--- config.mk ---
export PLATFORM = sky130hd
export DESIGN_NAME = mmiop_top
export DESIGN_NICKNAME = d
export VERILOG_FILES = /design/src/rtl/mmiop_addr_latch.v /design/src/rtl/mmiop_pin_mux.v /design/src/rtl/mmiop_top.v
export VERILOG_INCLUDE_DIRS = /design/src /design/src/rtl
export SDC_FILE = /design/constraint.sdc
export NUM_CORES = 1
export LEC_CHECK = 0
export BUFFER_PORTS_ARGS = -buffer_cell sky130_fd_sc_hd__buf_2
export CORE_UTILIZATION = 51
export DETAILED_ROUTE_END_ITERATION = 6
export PLACE_DENSITY = 0.88
export SETUP_SLACK_MARGIN = 0.3
export SLEW_MARGIN = 20
export SYNTH_ARGS = -nofsm -noshare
export SYNTH_HDL_FRONTEND = slang
export SYNTH_SLANG_ARGS = --single-unit
--- constraint.sdc ---
create_clock -name clk_i -period 2.7 [get_ports clk_i]
set_input_delay 0.405 -clock clk_i [delete_from_list [all_inputs] [get_ports clk_i]]
set_output_delay 0.405 -clock clk_i [all_outputs]
set_load 0.02 [all_outputs]
--- src/rtl/mmiop_defines.vh ---
// constants for the five-port multi-mode i/o block: register indices,
// field widths and reset values; assumes one 100 mhz clock domain
//
// Functional notes
// - five independent eight-bit ports, A to E, each with several modes
// - every pin carries its own mode, so one port mixes functions
// - all port registers sit in one 256-word window picked by block select
// - control bit one hands the pin to register-driven standard i/o
// - standard output pin drives the stored data-out value when direction set
// - standard input pin: data-in read returns the pin level
// - pin keeps its role until its control bit is rewritten
// - logic mode: pin feeds the logic array or carries a macrocell output
// - logic-mode output floats whenever its product-term enable is low
// - logic mode is fixed configuration, active from reset, no write needed
// - address-out pins drive latched address bits 0 to 15
// - port A address inputs feed the decode array as extra address lines
// - program-memory decode takes extra address inputs from port A only
// - on a multiplexed bus port A address inputs latch on the strobe
// - ports C and D address inputs feed only general decoding
// - non-multiplexed bus: the data-port port serves as host data bus
// - control bits clear to zero on reset, selecting address-out
// - direction one is output; all inputs after reset; readable back
// - data-out register reads back the value last written
`ifndef MMIOP_DEFINES_VH
`define MMIOP_DEFINES_VH

`define MMIOP_NPORT      5
`define MMIOP_W          8
`define MMIOP_NPIN       40
`define MMIOP_ADDR_W     16

// word index within the window, taken from wishbone adr[9:2]
`define MMIOP_IDX_HI     9
`define MMIOP_IDX_LO     2

// register kinds, low nibble of the index with bit 0 cleared
`define MMIOP_K_DIN      4'h0
`define MMIOP_K_CTL      4'h2
`define MMIOP_K_DOUT     4'h4
`define MMIOP_K_DIR      4'h6
`define MMIOP_K_PLDIO    4'ha
`define MMIOP_K_MCO      4'hc

// index group (bits 5:4) and top bits that must be zero
`define MMIOP_GRP_AB     2'h0
`define MMIOP_GRP_CD     2'h1
`define MMIOP_GRP_E      2'h2
`define MMIOP_PORT_A     3'h0
`define MMIOP_PORT_B     3'h1
`define MMIOP_PORT_C     3'h2
`define MMIOP_PORT_D     3'h3
`define MMIOP_PORT_E     3'h4
`define MMIOP_PORT_NONE  3'h7

`define MMIOP_CTL_RST    8'h00
`define MMIOP_DIR_RST    8'h00
`define MMIOP_DOUT_RST   8'h00
`define MMIOP_BYTE_ZERO  8'h00
`define MMIOP_RD_PAD     24'h000000

`endif

--- src/rtl/mmiop_addr_latch.v ---
// address latch: holds d while the latch enable is high, keeps it after;
// assumes d and le are synchronous to clk_i
`timescale 1ns/10ps
`include "mmiop_defines.vh"

module mmiop_addr_latch #(
   parameter W = 16
) (
   // clock, reset, enable
   input  wire         clk_i,
   input  wire         rst_i,
   input  wire         ce_i,
   // latch
   input  wire         le_i,
   input  wire [W-1:0] d_i,
   output reg  [W-1:0] q_o
);

   // a registered latch rather than a real one keeps timing single-edge
   always @(posedge clk_i) begin
      if (rst_i) begin
         q_o <= {W{1'b0}};
      end else if (ce_i && le_i) begin
         q_o <= d_i;
      end
   end

endmodule // mmiop_addr_latch

--- src/rtl/mmiop_pin_mux.v ---
// one eight-pin port: picks each pin's drive by its mode, registered;
// assumes mode, data and enables are synchronous to clk_i
`timescale 1ns/10ps
`include "mmiop_defines.vh"

module mmiop_pin_mux (
   // clock, reset, enable
   input  wire                 clk_i,
   input  wire                 rst_i,
   input  wire                 ce_i,
   // mode per pin
   input  wire [`MMIOP_W-1:0]  pld_i,
   input  wire [`MMIOP_W-1:0]  ctl_i,
   input  wire [`MMIOP_W-1:0]  dir_i,
   // sources
   input  wire [`MMIOP_W-1:0]  dout_i,
   input  wire [`MMIOP_W-1:0]  addr_i,
   input  wire [`MMIOP_W-1:0]  mc_i,
   input  wire [`MMIOP_W-1:0]  mc_oe_i,
   input  wire                 dp_en_i,
   input  wire [`MMIOP_W-1:0]  dp_dat_i,
   input  wire                 dp_oe_i,
   // pins
   output reg  [`MMIOP_W-1:0]  pin_o,
   output reg  [`MMIOP_W-1:0]  pin_oe_o
);

   reg [`MMIOP_W-1:0] o_nxt;
   reg [`MMIOP_W-1:0] oe_nxt;

   always @* begin
      if (dp_en_i) begin
         o_nxt  = dp_dat_i;
         oe_nxt = {`MMIOP_W{dp_oe_i}};
      end else begin
         // logic mode first, then control bit picks data-out or address
         o_nxt  = (pld_i & mc_i) | (~pld_i & ctl_i & dout_i)
                | (~pld_i & ~ctl_i & addr_i);
         oe_nxt = (pld_i & mc_oe_i) | (~pld_i & dir_i);
      end
   end

   always @(posedge clk_i) begin
      if (rst_i) begin
         pin_o    <= `MMIOP_BYTE_ZERO;
         pin_oe_o <= `MMIOP_BYTE_ZERO;
      end else if (ce_i) begin
         pin_o    <= o_nxt;
         pin_oe_o <= oe_nxt;
      end
   end

endmodule // mmiop_pin_mux

--- src/rtl/mmiop_top.v ---
// five-port multi-mode i/o block with a classic wishbone register slave;
// assumes the host decodes its base into io_block_select_i and that all
// inputs, pins included, are synchronous to clk_i
//
// The address map and the Wishbone register port were left to the implementer.
`timescale 1ns/10ps
`include "mmiop_defines.vh"

module mmiop_top #(
   // logic-mode pins, one bit per pin, port a in bits 7:0
   parameter [`MMIOP_NPIN-1:0] PLD_MODE    = 40'h00_0000_0000,
   // host bus style: 1 multiplexed address/data, 0 separate buses
   parameter                   MUX_BUS     = 1'b1,
   // port c acts as host data port when the bus is not multiplexed
   parameter                   DATA_PORT_C = 1'b1
) (
   // clock, reset, enable
   input  wire                     clk_i,
   input  wire                     rst_i,
   input  wire                     ce_i,
   // wishbone slave
   input  wire                     cyc_i,
   input  wire                     stb_i,
   input  wire                     we_i,
   input  wire [31:0]              adr_i,
   input  wire [3:0]               sel_i,
   input  wire [31:0]              dat_i,
   output reg  [31:0]              dat_o,
   output reg                      ack_o,
   // window decode
   input  wire                     io_block_select_i,
   // multiplexed host bus
   input  wire [`MMIOP_ADDR_W-1:0] ad_i,
   input  wire                     address_latch_strobe_i,
   // non-multiplexed host data path
   input  wire [`MMIOP_W-1:0]      host_dat_i,
   input  wire                     host_dat_oe_i,
   output reg  [`MMIOP_W-1:0]      host_dat_o,
   // logic arrays
   input  wire [`MMIOP_NPIN-1:0]   gla_out_i,
   input  wire [`MMIOP_NPIN-1:0]   pla_oe_i,
   output reg  [`MMIOP_NPIN-1:0]   pla_in_o,
   output reg  [`MMIOP_W-1:0]      dla_addr_o,
   output reg  [2*`MMIOP_W-1:0]    pla_addr_o,
   // pins
   input  wire [`MMIOP_NPIN-1:0]   pin_i,
   output wire [`MMIOP_NPIN-1:0]   pin_o,
   output wire [`MMIOP_NPIN-1:0]   pin_oe_o
);

   // index decode, used for both read and write paths
   function [2:0] port_of;
      input [7:0] idx;
      begin
         if (idx[7:6] != 2'h0) begin
            port_of = `MMIOP_PORT_NONE;
         end else begin
            case (idx[5:4])
               `MMIOP_GRP_AB: port_of = idx[0] ? `MMIOP_PORT_B
                                               : `MMIOP_PORT_A;
               `MMIOP_GRP_CD: port_of = idx[0] ? `MMIOP_PORT_D
                                               : `MMIOP_PORT_C;
               `MMIOP_GRP_E:  port_of = idx[0] ? `MMIOP_PORT_NONE
                                               : `MMIOP_PORT_E;
               default:       port_of = `MMIOP_PORT_NONE;
            endcase
         end
      end
   endfunction

   function [3:0] kind_of;
      input [7:0] idx;
      begin
         kind_of = {idx[3:1], 1'b0};
      end
   endfunction

   // ports c and d carry no logic-status or macrocell registers
   function has_pld;
      input [2:0] p;
      begin
         has_pld = (p == `MMIOP_PORT_A) || (p == `MMIOP_PORT_B)
                || (p == `MMIOP_PORT_E);
      end
   endfunction

   // storage
   reg  [`MMIOP_NPIN-1:0] ctl_r;
   reg  [`MMIOP_NPIN-1:0] dir_r;
   reg  [`MMIOP_NPIN-1:0] dout_r;

   // bus decode
   wire [7:0] idx;
   wire [2:0] port;
   wire [3:0] kind;
   wire       req;
   wire       wr;
   wire       rd;

   assign idx  = adr_i[`MMIOP_IDX_HI:`MMIOP_IDX_LO];
   assign port = port_of(idx);
   assign kind = kind_of(idx);
   // one access per request; the ack cycle itself is not a new one
   assign req  = cyc_i & stb_i & ~ack_o;
   // outside the window the slave still acks, so the bus never hangs
   assign wr   = req & we_i & sel_i[0] & io_block_select_i;
   assign rd   = req & ~we_i & io_block_select_i;

   // write side, one generate slice per port
   genvar p;
   generate
      for (p = 0; p < `MMIOP_NPORT; p = p + 1) begin : g_reg
         always @(posedge clk_i) begin
            if (rst_i) begin
               ctl_r[p*`MMIOP_W +: `MMIOP_W]  <= `MMIOP_CTL_RST;
               dir_r[p*`MMIOP_W +: `MMIOP_W]  <= `MMIOP_DIR_RST;
               dout_r[p*`MMIOP_W +: `MMIOP_W] <= `MMIOP_DOUT_RST;
            end else if (ce_i && wr && (port == p)) begin
               case (kind)
                  `MMIOP_K_CTL:
                     ctl_r[p*`MMIOP_W +: `MMIOP_W] <= dat_i[7:0];
                  `MMIOP_K_DIR:
                     dir_r[p*`MMIOP_W +: `MMIOP_W] <= dat_i[7:0];
                  `MMIOP_K_DOUT:
                     dout_r[p*`MMIOP_W +: `MMIOP_W] <= dat_i[7:0];
                  default: begin
                     // read-only and unmapped kinds take no write
                     ctl_r[p*`MMIOP_W +: `MMIOP_W] <=
                        ctl_r[p*`MMIOP_W +: `MMIOP_W];
                  end
               endcase
            end
         end
      end
   endgenerate

   // read side
   reg  [`MMIOP_W-1:0] rd_nxt;
   wire [5:0]          sh;

   assign sh = {port, 3'h0};

   always @* begin
      rd_nxt = `MMIOP_BYTE_ZERO;
      if (port != `MMIOP_PORT_NONE) begin
         case (kind)
            `MMIOP_K_DIN:   rd_nxt = pin_i[sh +: `MMIOP_W];
            `MMIOP_K_CTL:   rd_nxt = ctl_r[sh +: `MMIOP_W];
            `MMIOP_K_DOUT:  rd_nxt = dout_r[sh +: `MMIOP_W];
            `MMIOP_K_DIR:   rd_nxt = dir_r[sh +: `MMIOP_W];
            `MMIOP_K_PLDIO: rd_nxt = has_pld(port)
                                   ? PLD_MODE[sh +: `MMIOP_W]
                                   : `MMIOP_BYTE_ZERO;
            `MMIOP_K_MCO:   rd_nxt = has_pld(port)
                                   ? gla_out_i[sh +: `MMIOP_W]
                                   : `MMIOP_BYTE_ZERO;
            default:        rd_nxt = `MMIOP_BYTE_ZERO;
         endcase
      end
   end

   // ack follows the request by one cycle and drops the cycle after
   always @(posedge clk_i) begin
      if (rst_i) begin
         ack_o <= 1'b0;
         dat_o <= {`MMIOP_RD_PAD, `MMIOP_BYTE_ZERO};
      end else if (ce_i) begin
         ack_o <= req;
         if (rd) begin
            dat_o <= {`MMIOP_RD_PAD, rd_nxt};
         end else if (req) begin
            dat_o <= {`MMIOP_RD_PAD, `MMIOP_BYTE_ZERO};
         end
      end
   end

   // address-out latch from the multiplexed bus
   wire [`MMIOP_ADDR_W-1:0] ad_lat;

   mmiop_addr_latch #(
      .W (`MMIOP_ADDR_W)
   ) u_ad_lat (
      .clk_i (clk_i),
      .rst_i (rst_i),
      .ce_i  (ce_i),
      .le_i  (address_latch_strobe_i),
      .d_i   (ad_i),
      .q_o   (ad_lat)
   );

   // port a address inputs: latched on the strobe only for a muxed bus
   wire              pa_le;
   wire [`MMIOP_W-1:0] pa_lat;

   assign pa_le = MUX_BUS ? address_latch_strobe_i : 1'b1;

   mmiop_addr_latch #(
      .W (`MMIOP_W)
   ) u_pa_lat (
      .clk_i (clk_i),
      .rst_i (rst_i),
      .ce_i  (ce_i),
      .le_i  (pa_le),
      .d_i   (pin_i[`MMIOP_W-1:0]),
      .q_o   (pa_lat)
   );

   // array feeds, each from a flip-flop
   always @(posedge clk_i) begin
      if (rst_i) begin
         pla_in_o   <= {`MMIOP_NPIN{1'b0}};
         dla_addr_o <= `MMIOP_BYTE_ZERO;
         pla_addr_o <= {`MMIOP_BYTE_ZERO, `MMIOP_BYTE_ZERO};
         host_dat_o <= `MMIOP_BYTE_ZERO;
      end else if (ce_i) begin
         // every pin is visible to the logic array whatever its mode
         pla_in_o   <= pin_i;
         // only port a reaches program-memory decode
         dla_addr_o <= pa_lat;
         // ports c and d go unlatched to general decode only
         pla_addr_o <= pin_i[4*`MMIOP_W-1:2*`MMIOP_W];
         host_dat_o <= pin_i[3*`MMIOP_W-1:2*`MMIOP_W];
      end
   end

   // per-port pin drive
   wire dp_en;

   // data port needs separate buses; the far side wires address to ad_i
   assign dp_en = ~MUX_BUS & DATA_PORT_C;

   generate
      for (p = 0; p < `MMIOP_NPORT; p = p + 1) begin : g_port
         mmiop_pin_mux u_mux (
            .clk_i    (clk_i),
            .rst_i    (rst_i),
            .ce_i     (ce_i),
            .pld_i    (PLD_MODE[p*`MMIOP_W +: `MMIOP_W]),
            .ctl_i    (ctl_r[p*`MMIOP_W +: `MMIOP_W]),
            .dir_i    (dir_r[p*`MMIOP_W +: `MMIOP_W]),
            .dout_i   (dout_r[p*`MMIOP_W +: `MMIOP_W]),
            // even ports carry address bits 7:0, odd ports 15:8
            .addr_i   (ad_lat[(p%2)*`MMIOP_W +: `MMIOP_W]),
            .mc_i     (gla_out_i[p*`MMIOP_W +: `MMIOP_W]),
            .mc_oe_i  (pla_oe_i[p*`MMIOP_W +: `MMIOP_W]),
            .dp_en_i  (dp_en & (p == `MMIOP_PORT_C)),
            .dp_dat_i (host_dat_i),
            .dp_oe_i  (host_dat_oe_i),
            .pin_o    (pin_o[p*`MMIOP_W +: `MMIOP_W]),
            .pin_oe_o (pin_oe_o[p*`MMIOP_W +: `MMIOP_W])
         );
      end
   endgenerate

endmodule // mmiop_top

Word level (Yosys, flattened, before mapping) --
Cells that the tools add are included.
Storage, ports and cells: flip-flop bits (word level) 329, output and inout port bits 185
Operators by class: reduce and logical (&&, ||, !) cells 30, shift operators 6, mux-type cells 11, bitwise gates (word level) 29, equality and inequality tests 12
Operator list (count):
- $shiftx 40x7->8 | 5
- $and 8x8->8 | 10
- $mux 32 | 2
- $pmux 8 s6 | 1
- $not 8->8 | 5
- $or 8x8->8 | 5
- $shiftx 40x7->8 const A | 1
- $reduce_and 2->1 | 16
- $mux 8 | 3
- $eq 3x2->1 const B | 4
- $eq 3x3->1 const B | 3
- $pmux 3 s3 | 1
- $and 1x1->1 | 7
- $logic_and 1x1->1 | 7
- $eq 3x1->1 const B | 2
- $logic_not 4->1 | 1
- $reduce_bool 2->1 | 2
- $logic_not 3->1 | 1
- $mux 3 | 1
- $ne 3x3->1 const B | 1
- $eq 2x1->1 const B | 1
- $eq 2x2->1 const B | 1
- $logic_not 2->1 | 1
- $logic_or 1x1->1 | 2
- other kinds (3) | 5

Longest topological paths before layout --
word-level depth 10, depth in mapped cells 9

By module --
From an unflattened synthesis, not the netlist that was laid out.
Unflattened totals: cells, all modules 1559, area, all modules 14455.1 um^2
By module, submodules not included:
- mmiop_top | area each 8463.1 um^2, cells each 930, seq. area each 3543.4 um^2, instances 1
- mmiop_pin_mux | area each 978.4 um^2, cells each 104, seq. area each 320.3 um^2, instances 5
- mmiop_addr_latch at u_ad_lat | area each 733.2 um^2, cells each 72, seq. area each 320.3 um^2, instances 1
- mmiop_addr_latch at u_pa_lat | area each 366.6 um^2, cells each 37, seq. area each 160.2 um^2, instances 1

Worst setup path before layout --
Ideal clock, no wire load.
kind in2reg, start input adr_i[6], end register dat_o[7], library setup time 123 ps, arrival time 1971 ps, path slack 606 ps, stages 8, cells stage by stage buf_2 -> or4_1 -> clkbuf_1 -> a221o_1 -> o21ai_0 -> a31oi_1 -> a311oi_1 -> o21ai_0
Between the ends: cells in the longest elaborated chain, start to end 10, elaborated cells on any way between the ends 22
RTL lines:
- start, declared | RTL line mmiop_top.v:25 | input wire [31:0] adr_i,
- $eq 2x2->1 (tied with other cells) | RTL line mmiop_top.v:58 | case (idx[5:4])
- $pmux 3 s3 (*) | RTL line mmiop_top.v:58
- $mux 3 (*) | RTL line mmiop_top.v:55 | if (idx[7:6] != 2'h0) begin
- parallel branches: the longest is 5 deep, another holds $shiftx 40x7->8
- $mux 8 (*) | RTL line mmiop_top.v:145 | if (port != `MMIOP_PORT_NONE) begin
- $mux 32 (*) | RTL line mmiop_top.v:169 | if (rd) begin
- end signal, assigned | RTL line mmiop_top.v:166 | dat_o <= {`MMIOP_RD_PAD, `MMIOP_BYTE_ZERO};
- end signal, assigned | RTL line mmiop_top.v:170 | dat_o <= {`MMIOP_RD_PAD, rd_nxt};
- end signal, assigned | RTL line mmiop_top.v:172 | dat_o <= {`MMIOP_RD_PAD, `MMIOP_BYTE_ZERO};
- end, declared | RTL line mmiop_top.v:28 | output reg [31:0] dat_o,
Mark *: on every way between the ends. A chain may end at the register's enable or synchronous reset.

Worst setup path after layout --
start register ack_o, end register dout_r[24]
Between the ends: cells in the longest elaborated chain, start to end 8
RTL lines:
- start, declared | RTL line mmiop_top.v:29 | output reg ack_o,
- start signal, assigned | RTL line mmiop_top.v:168 | ack_o <= req;
- $not 1->1 | RTL line mmiop_top.v:104 | assign req = cyc_i & stb_i & ~ack_o;
- $and 1x1->1 | RTL line mmiop_top.v:104
- $and 1x1->1 (3 in series) | RTL line mmiop_top.v:106 | assign wr = req & we_i & sel_i[0] & io_block_select_i;
- $logic_and 1x1->1 (2 in series) | RTL line mmiop_top.v:118 | end else if (ce_i && wr && (port == p)) begin
- $reduce_and 2->1 (no line)
- end signal, assigned by index | RTL line mmiop_top.v:117 | dout_r[p*`MMIOP_W +: `MMIOP_W] <= `MMIOP_DOUT_RST;
- end signal, assigned by index | RTL line mmiop_top.v:125 | dout_r[p*`MMIOP_W +: `MMIOP_W] <= dat_i[7:0];
- end, declared | RTL line mmiop_top.v:90 | reg [`MMIOP_NPIN-1:0] dout_r;
Every way passes these cells.

==> results by group <==
Routing
  • DR vias/cell: between 5 and 6
  • WL final: 40.5 mm
  • DRT iter0 DRCs: around 1100
  • DRC: 0
  • DR WL/cell: between 20 and 25 um
  • Vias: 10667
  • Drt pass-1 iters: 6
  • Final ANT Viol Nets: 0

Critical path
  • Worst path bufs/invs: 0
  • Worst EP required: 3.09 ns
  • Critical path class: flop to flop
  • Worst path max stage delay: around 0.50 ns
  • Startpoint Class: flop
  • R2R depth: 6
  • WP depth: 6
  • Arrival time at the worst endpoint: 2.70 ns
  • Crit-path cells: nand4b_1 > nor4_4 > nand2_1 > nor2_4 > mux2i_1 > nor2_1
  • Max Fanout on Critical Path: 8
  • Critical path's slowest cell: nor4_4
  • Crit. End Element: flop
  • Kind of cell adding the most delay to the critical path: simple AND/OR/NAND/NOR gates

Global routing
  • Vias in the first global route: 9835
  • First-pass GRT wire length: between 50 and 60 mm
  • Initial antenna violation count: 0
  • GRT overflow: 0
  • Largest net degree at the start of global routing: 172
  • GRT Total Usage: 0.315

Placement
  • DP Area: 0.0138 sq mm
  • GP Congestion: 0.980
  • Placed cells: 1821
  • IO buf count: 272
  • DP Wirelength: approximately 29 mm

Run
  • MaxCap Viol Count: 0

Finish
  • Nets: 1753
  • Post-route cell area: 0.0147 sq mm
  • Area growth syn-to-layout: 19.2%
  • Share of cells above drive strength 1: 0.258
  • Diode count: 0
  • Final Non-Filler Cells: 1871

Synthesis
  • Warnings from Yosys: 0
  • Post-synth top area cell: dfxtp_1
  • Syn_area_per_cell: 9.45 sq um
  • Yosys top cell area share: 0.455
  • EDFF count, synth: 0
  • Synth top cells by count: 281 x dfxtp_1, 267 x mux2i_1, 259 x nor2_1
  • Seq/Total Area, Yosys: 0.455
  • Post-Syn Area: around 0.012 sq mm
  • Synth Flop Type: dfxtp_1
  • Cells after Synth: around 1300
  • Count leader, synth: dfxtp_1
  • FF+latch count, synth: around 280
  • Largest cells by area after synthesis: dfxtp_1 46%, mux2i_1 22%, nor2_1 7.9%
  • Yosys cell types: 57
  • Async set-reset flop share out of synthesis: 0

Min path
  • Worst hold path depth: 3
  • Hold/Removal Path Class: primary input to flop

Die
  • Die area: approximately 0.025 sq mm
  • Die W: 158 um
  • Row count: 56
  • Io pins: 406
  • CORE AREA: about 0.024 sq mm
  • Chip height: 158 um
  • Initial Utilization: 0.523

CTS
  • Clk buf depth: 3
  • Num CTS Buffers: 28
  • Root Buffer: clkbuf_16
  • Clock insertion delay at the later pin of the skew report: 0.54 ns
  • CTS clk-pin slew, worst paths: 0.07 ns
  • CTS tree: built
  • # Post-CTS Setup Buffers: 0
  • CTS Hold Bufs: 0
  • CTS Sinks: between 200 and 300
  • H-tree depth: 1

Timing
  • Headroom to the max-slew limit: 0.364
  • Worst Skew: 0.0129 ns
  • Max-slew violations: 0
  • Fmax: 433 MHz
  • RSZ-0062 raised after global routing: yes
  • Final period util: 0.855
  • Worst-Margin Slew: roughly 0.95 ns
  • Min Tclk post-route: roughly 2.3 ns
  • # setup viols final: 0
  • Setup TNS: 0 ns
  • Final Hold Viols: 0

Pwr
  • VDD IR-drop max: 0.000437 V
  • Power Density: 617 mW/mm^2
  • LEAKAGE: 0.00618 uW

Status
  • Outcome: finished, final reports clean
[logic make-up (layout without fill, tap and decap cells)]
family	count (synthesis)	after routing	share of synthesized area
compound gates	184	184	0.105
buf+inv	144	365	0.0605
flops	281	281	0.455
mux	285	285	0.233
simple gates	413	413	0.146
other cells	1	24	0.000303
[per-layer routing]
layer  GRT usage  vias up  routed length [um]
li1            -     4954                   -
met1       0.393     5056               16100
met2       0.520      549               18700
met3      0.0474      108                3310
met4       0.178        0                2390
met5           0        -                   0
[metrics by stage]
stage / hold slack (ns) / utilization / setup WS (ns) / power [uW]
2_1_floorplan: 0.436 / - / 0.606 / 4980
3_3_place_gp: 0.442 / 0.586 / 0.249 / 5320
3_5_place_dp: 0.455 / 0.586 / 0.223 / 5330
4_1_cts: 0.0857 / 0.624 / 0.353 / 9110
5_1_grt: 0.0971 / 0.624 / 0.285 / 9360
6_report: 0.0945 / 0.624 / 0.390 / 9080
[tightest hold or removal path, delay by kind of cell]
| family | cells | cell delay, ns |
|---|---|---|
| buf+inv | 1 | 0.10 |
| compound gates | 1 | 0.05 |
| simple gates | 1 | 0.04 |
[final cells by class]
cell class              instances  area, sq um
well taps                     319          399
fillers                      1970         8880
clock inverters                13          123
inverters                       3         11.3
flip-flops and latches        281         5630
clock buffers                  37          776
multi-input cells             906         6080
repair buffers                312         1710
[state kept, by name, summed over array words and instances (netlist names)]
signal and count:
dla_addr_o 8, dout_r 40, dir_r 40, dat_o 8
g_port.u_mux.pin_o 40, ack_o 1, pla_in_o 33, u_ad_lat.q_o 16
host_dat_o 7, u_pa_lat.q_o 8, g_port.u_mux.pin_oe_o 40, ctl_r 40
[final timing paths]
| check | start | to | slack (ns) |
|---|---|---|---|
| worst max register to register | ack_o | dout_r[24] | 0.39 |
| worst min register to register | u_pa_lat.q_o[3] | u_pa_lat.q_o[3] | 0.46 |
| worst max-delay path | ack_o | dout_r[24] | 0.39 |
| worst min-delay path | ad_i[1] | u_ad_lat.q_o[1] | 0.09 |
[power breakdown]
group	internal [uW]	switching, uW	leakage (uW)
Sequential	4240	63.0	0.00228
Clock	2210	1620	0.000439
Combinational	312	642	0.00346
Total	6750	2330	0.00618
[what timing repair did]
item | CTS | global route
endpoints found under the setup margin | 0 | 38
endpoints found under the hold margin | 0 | 0
gates resized for setup | 0 | 1
[cells in the final DEF, fill, tap and decap left out, types with 3 or more instances in the layout]
| master | Yosys | final |
|---|---|---|
| inv_1 | 3 | 3 |
| o221ai_1 | 8 | 8 |
| a221oi_1 | 5 | 5 |
| nand4_1 | 3 | 3 |
| clkinv_2 | 0 | 8 |
| o211ai_1 | 5 | 5 |
| mux2_2 | 18 | 18 |
| dfxtp_1 | 281 | 281 |
| nand2_1 | 91 | 91 |
| nand3_1 | 7 | 7 |
| a221o_1 | 5 | 5 |
| clkinvlp_4 | 0 | 3 |
| nor2_4 | 13 | 13 |
| clkbuf_8 | 0 | 3 |
| a222oi_1 | 3 | 3 |
| a2bb2oi_1 | 5 | 5 |
| conb_1 | 1 | 24 |
| a211oi_1 | 45 | 45 |
| clkbuf_1 | 59 | 6 |
| o2bb2ai_1 | 3 | 3 |
| mux2i_1 | 267 | 267 |
| buf_2 | 22 | 270 |
| o21ai_0 | 12 | 12 |
| nor3_1 | 7 | 6 |
| or2_2 | 3 | 3 |
| clkbuf_16 | 0 | 29 |
| a22oi_1 | 19 | 19 |
| o22ai_1 | 13 | 13 |
| buf_4 | 48 | 37 |
| buf_12 | 0 | 3 |
| nand2b_1 | 9 | 9 |
| nor2b_1 | 4 | 4 |
| nor2_1 | 259 | 259 |
| a21oi_1 | 41 | 41 |
Note: power is estimated with default switching activity, not from simulation.
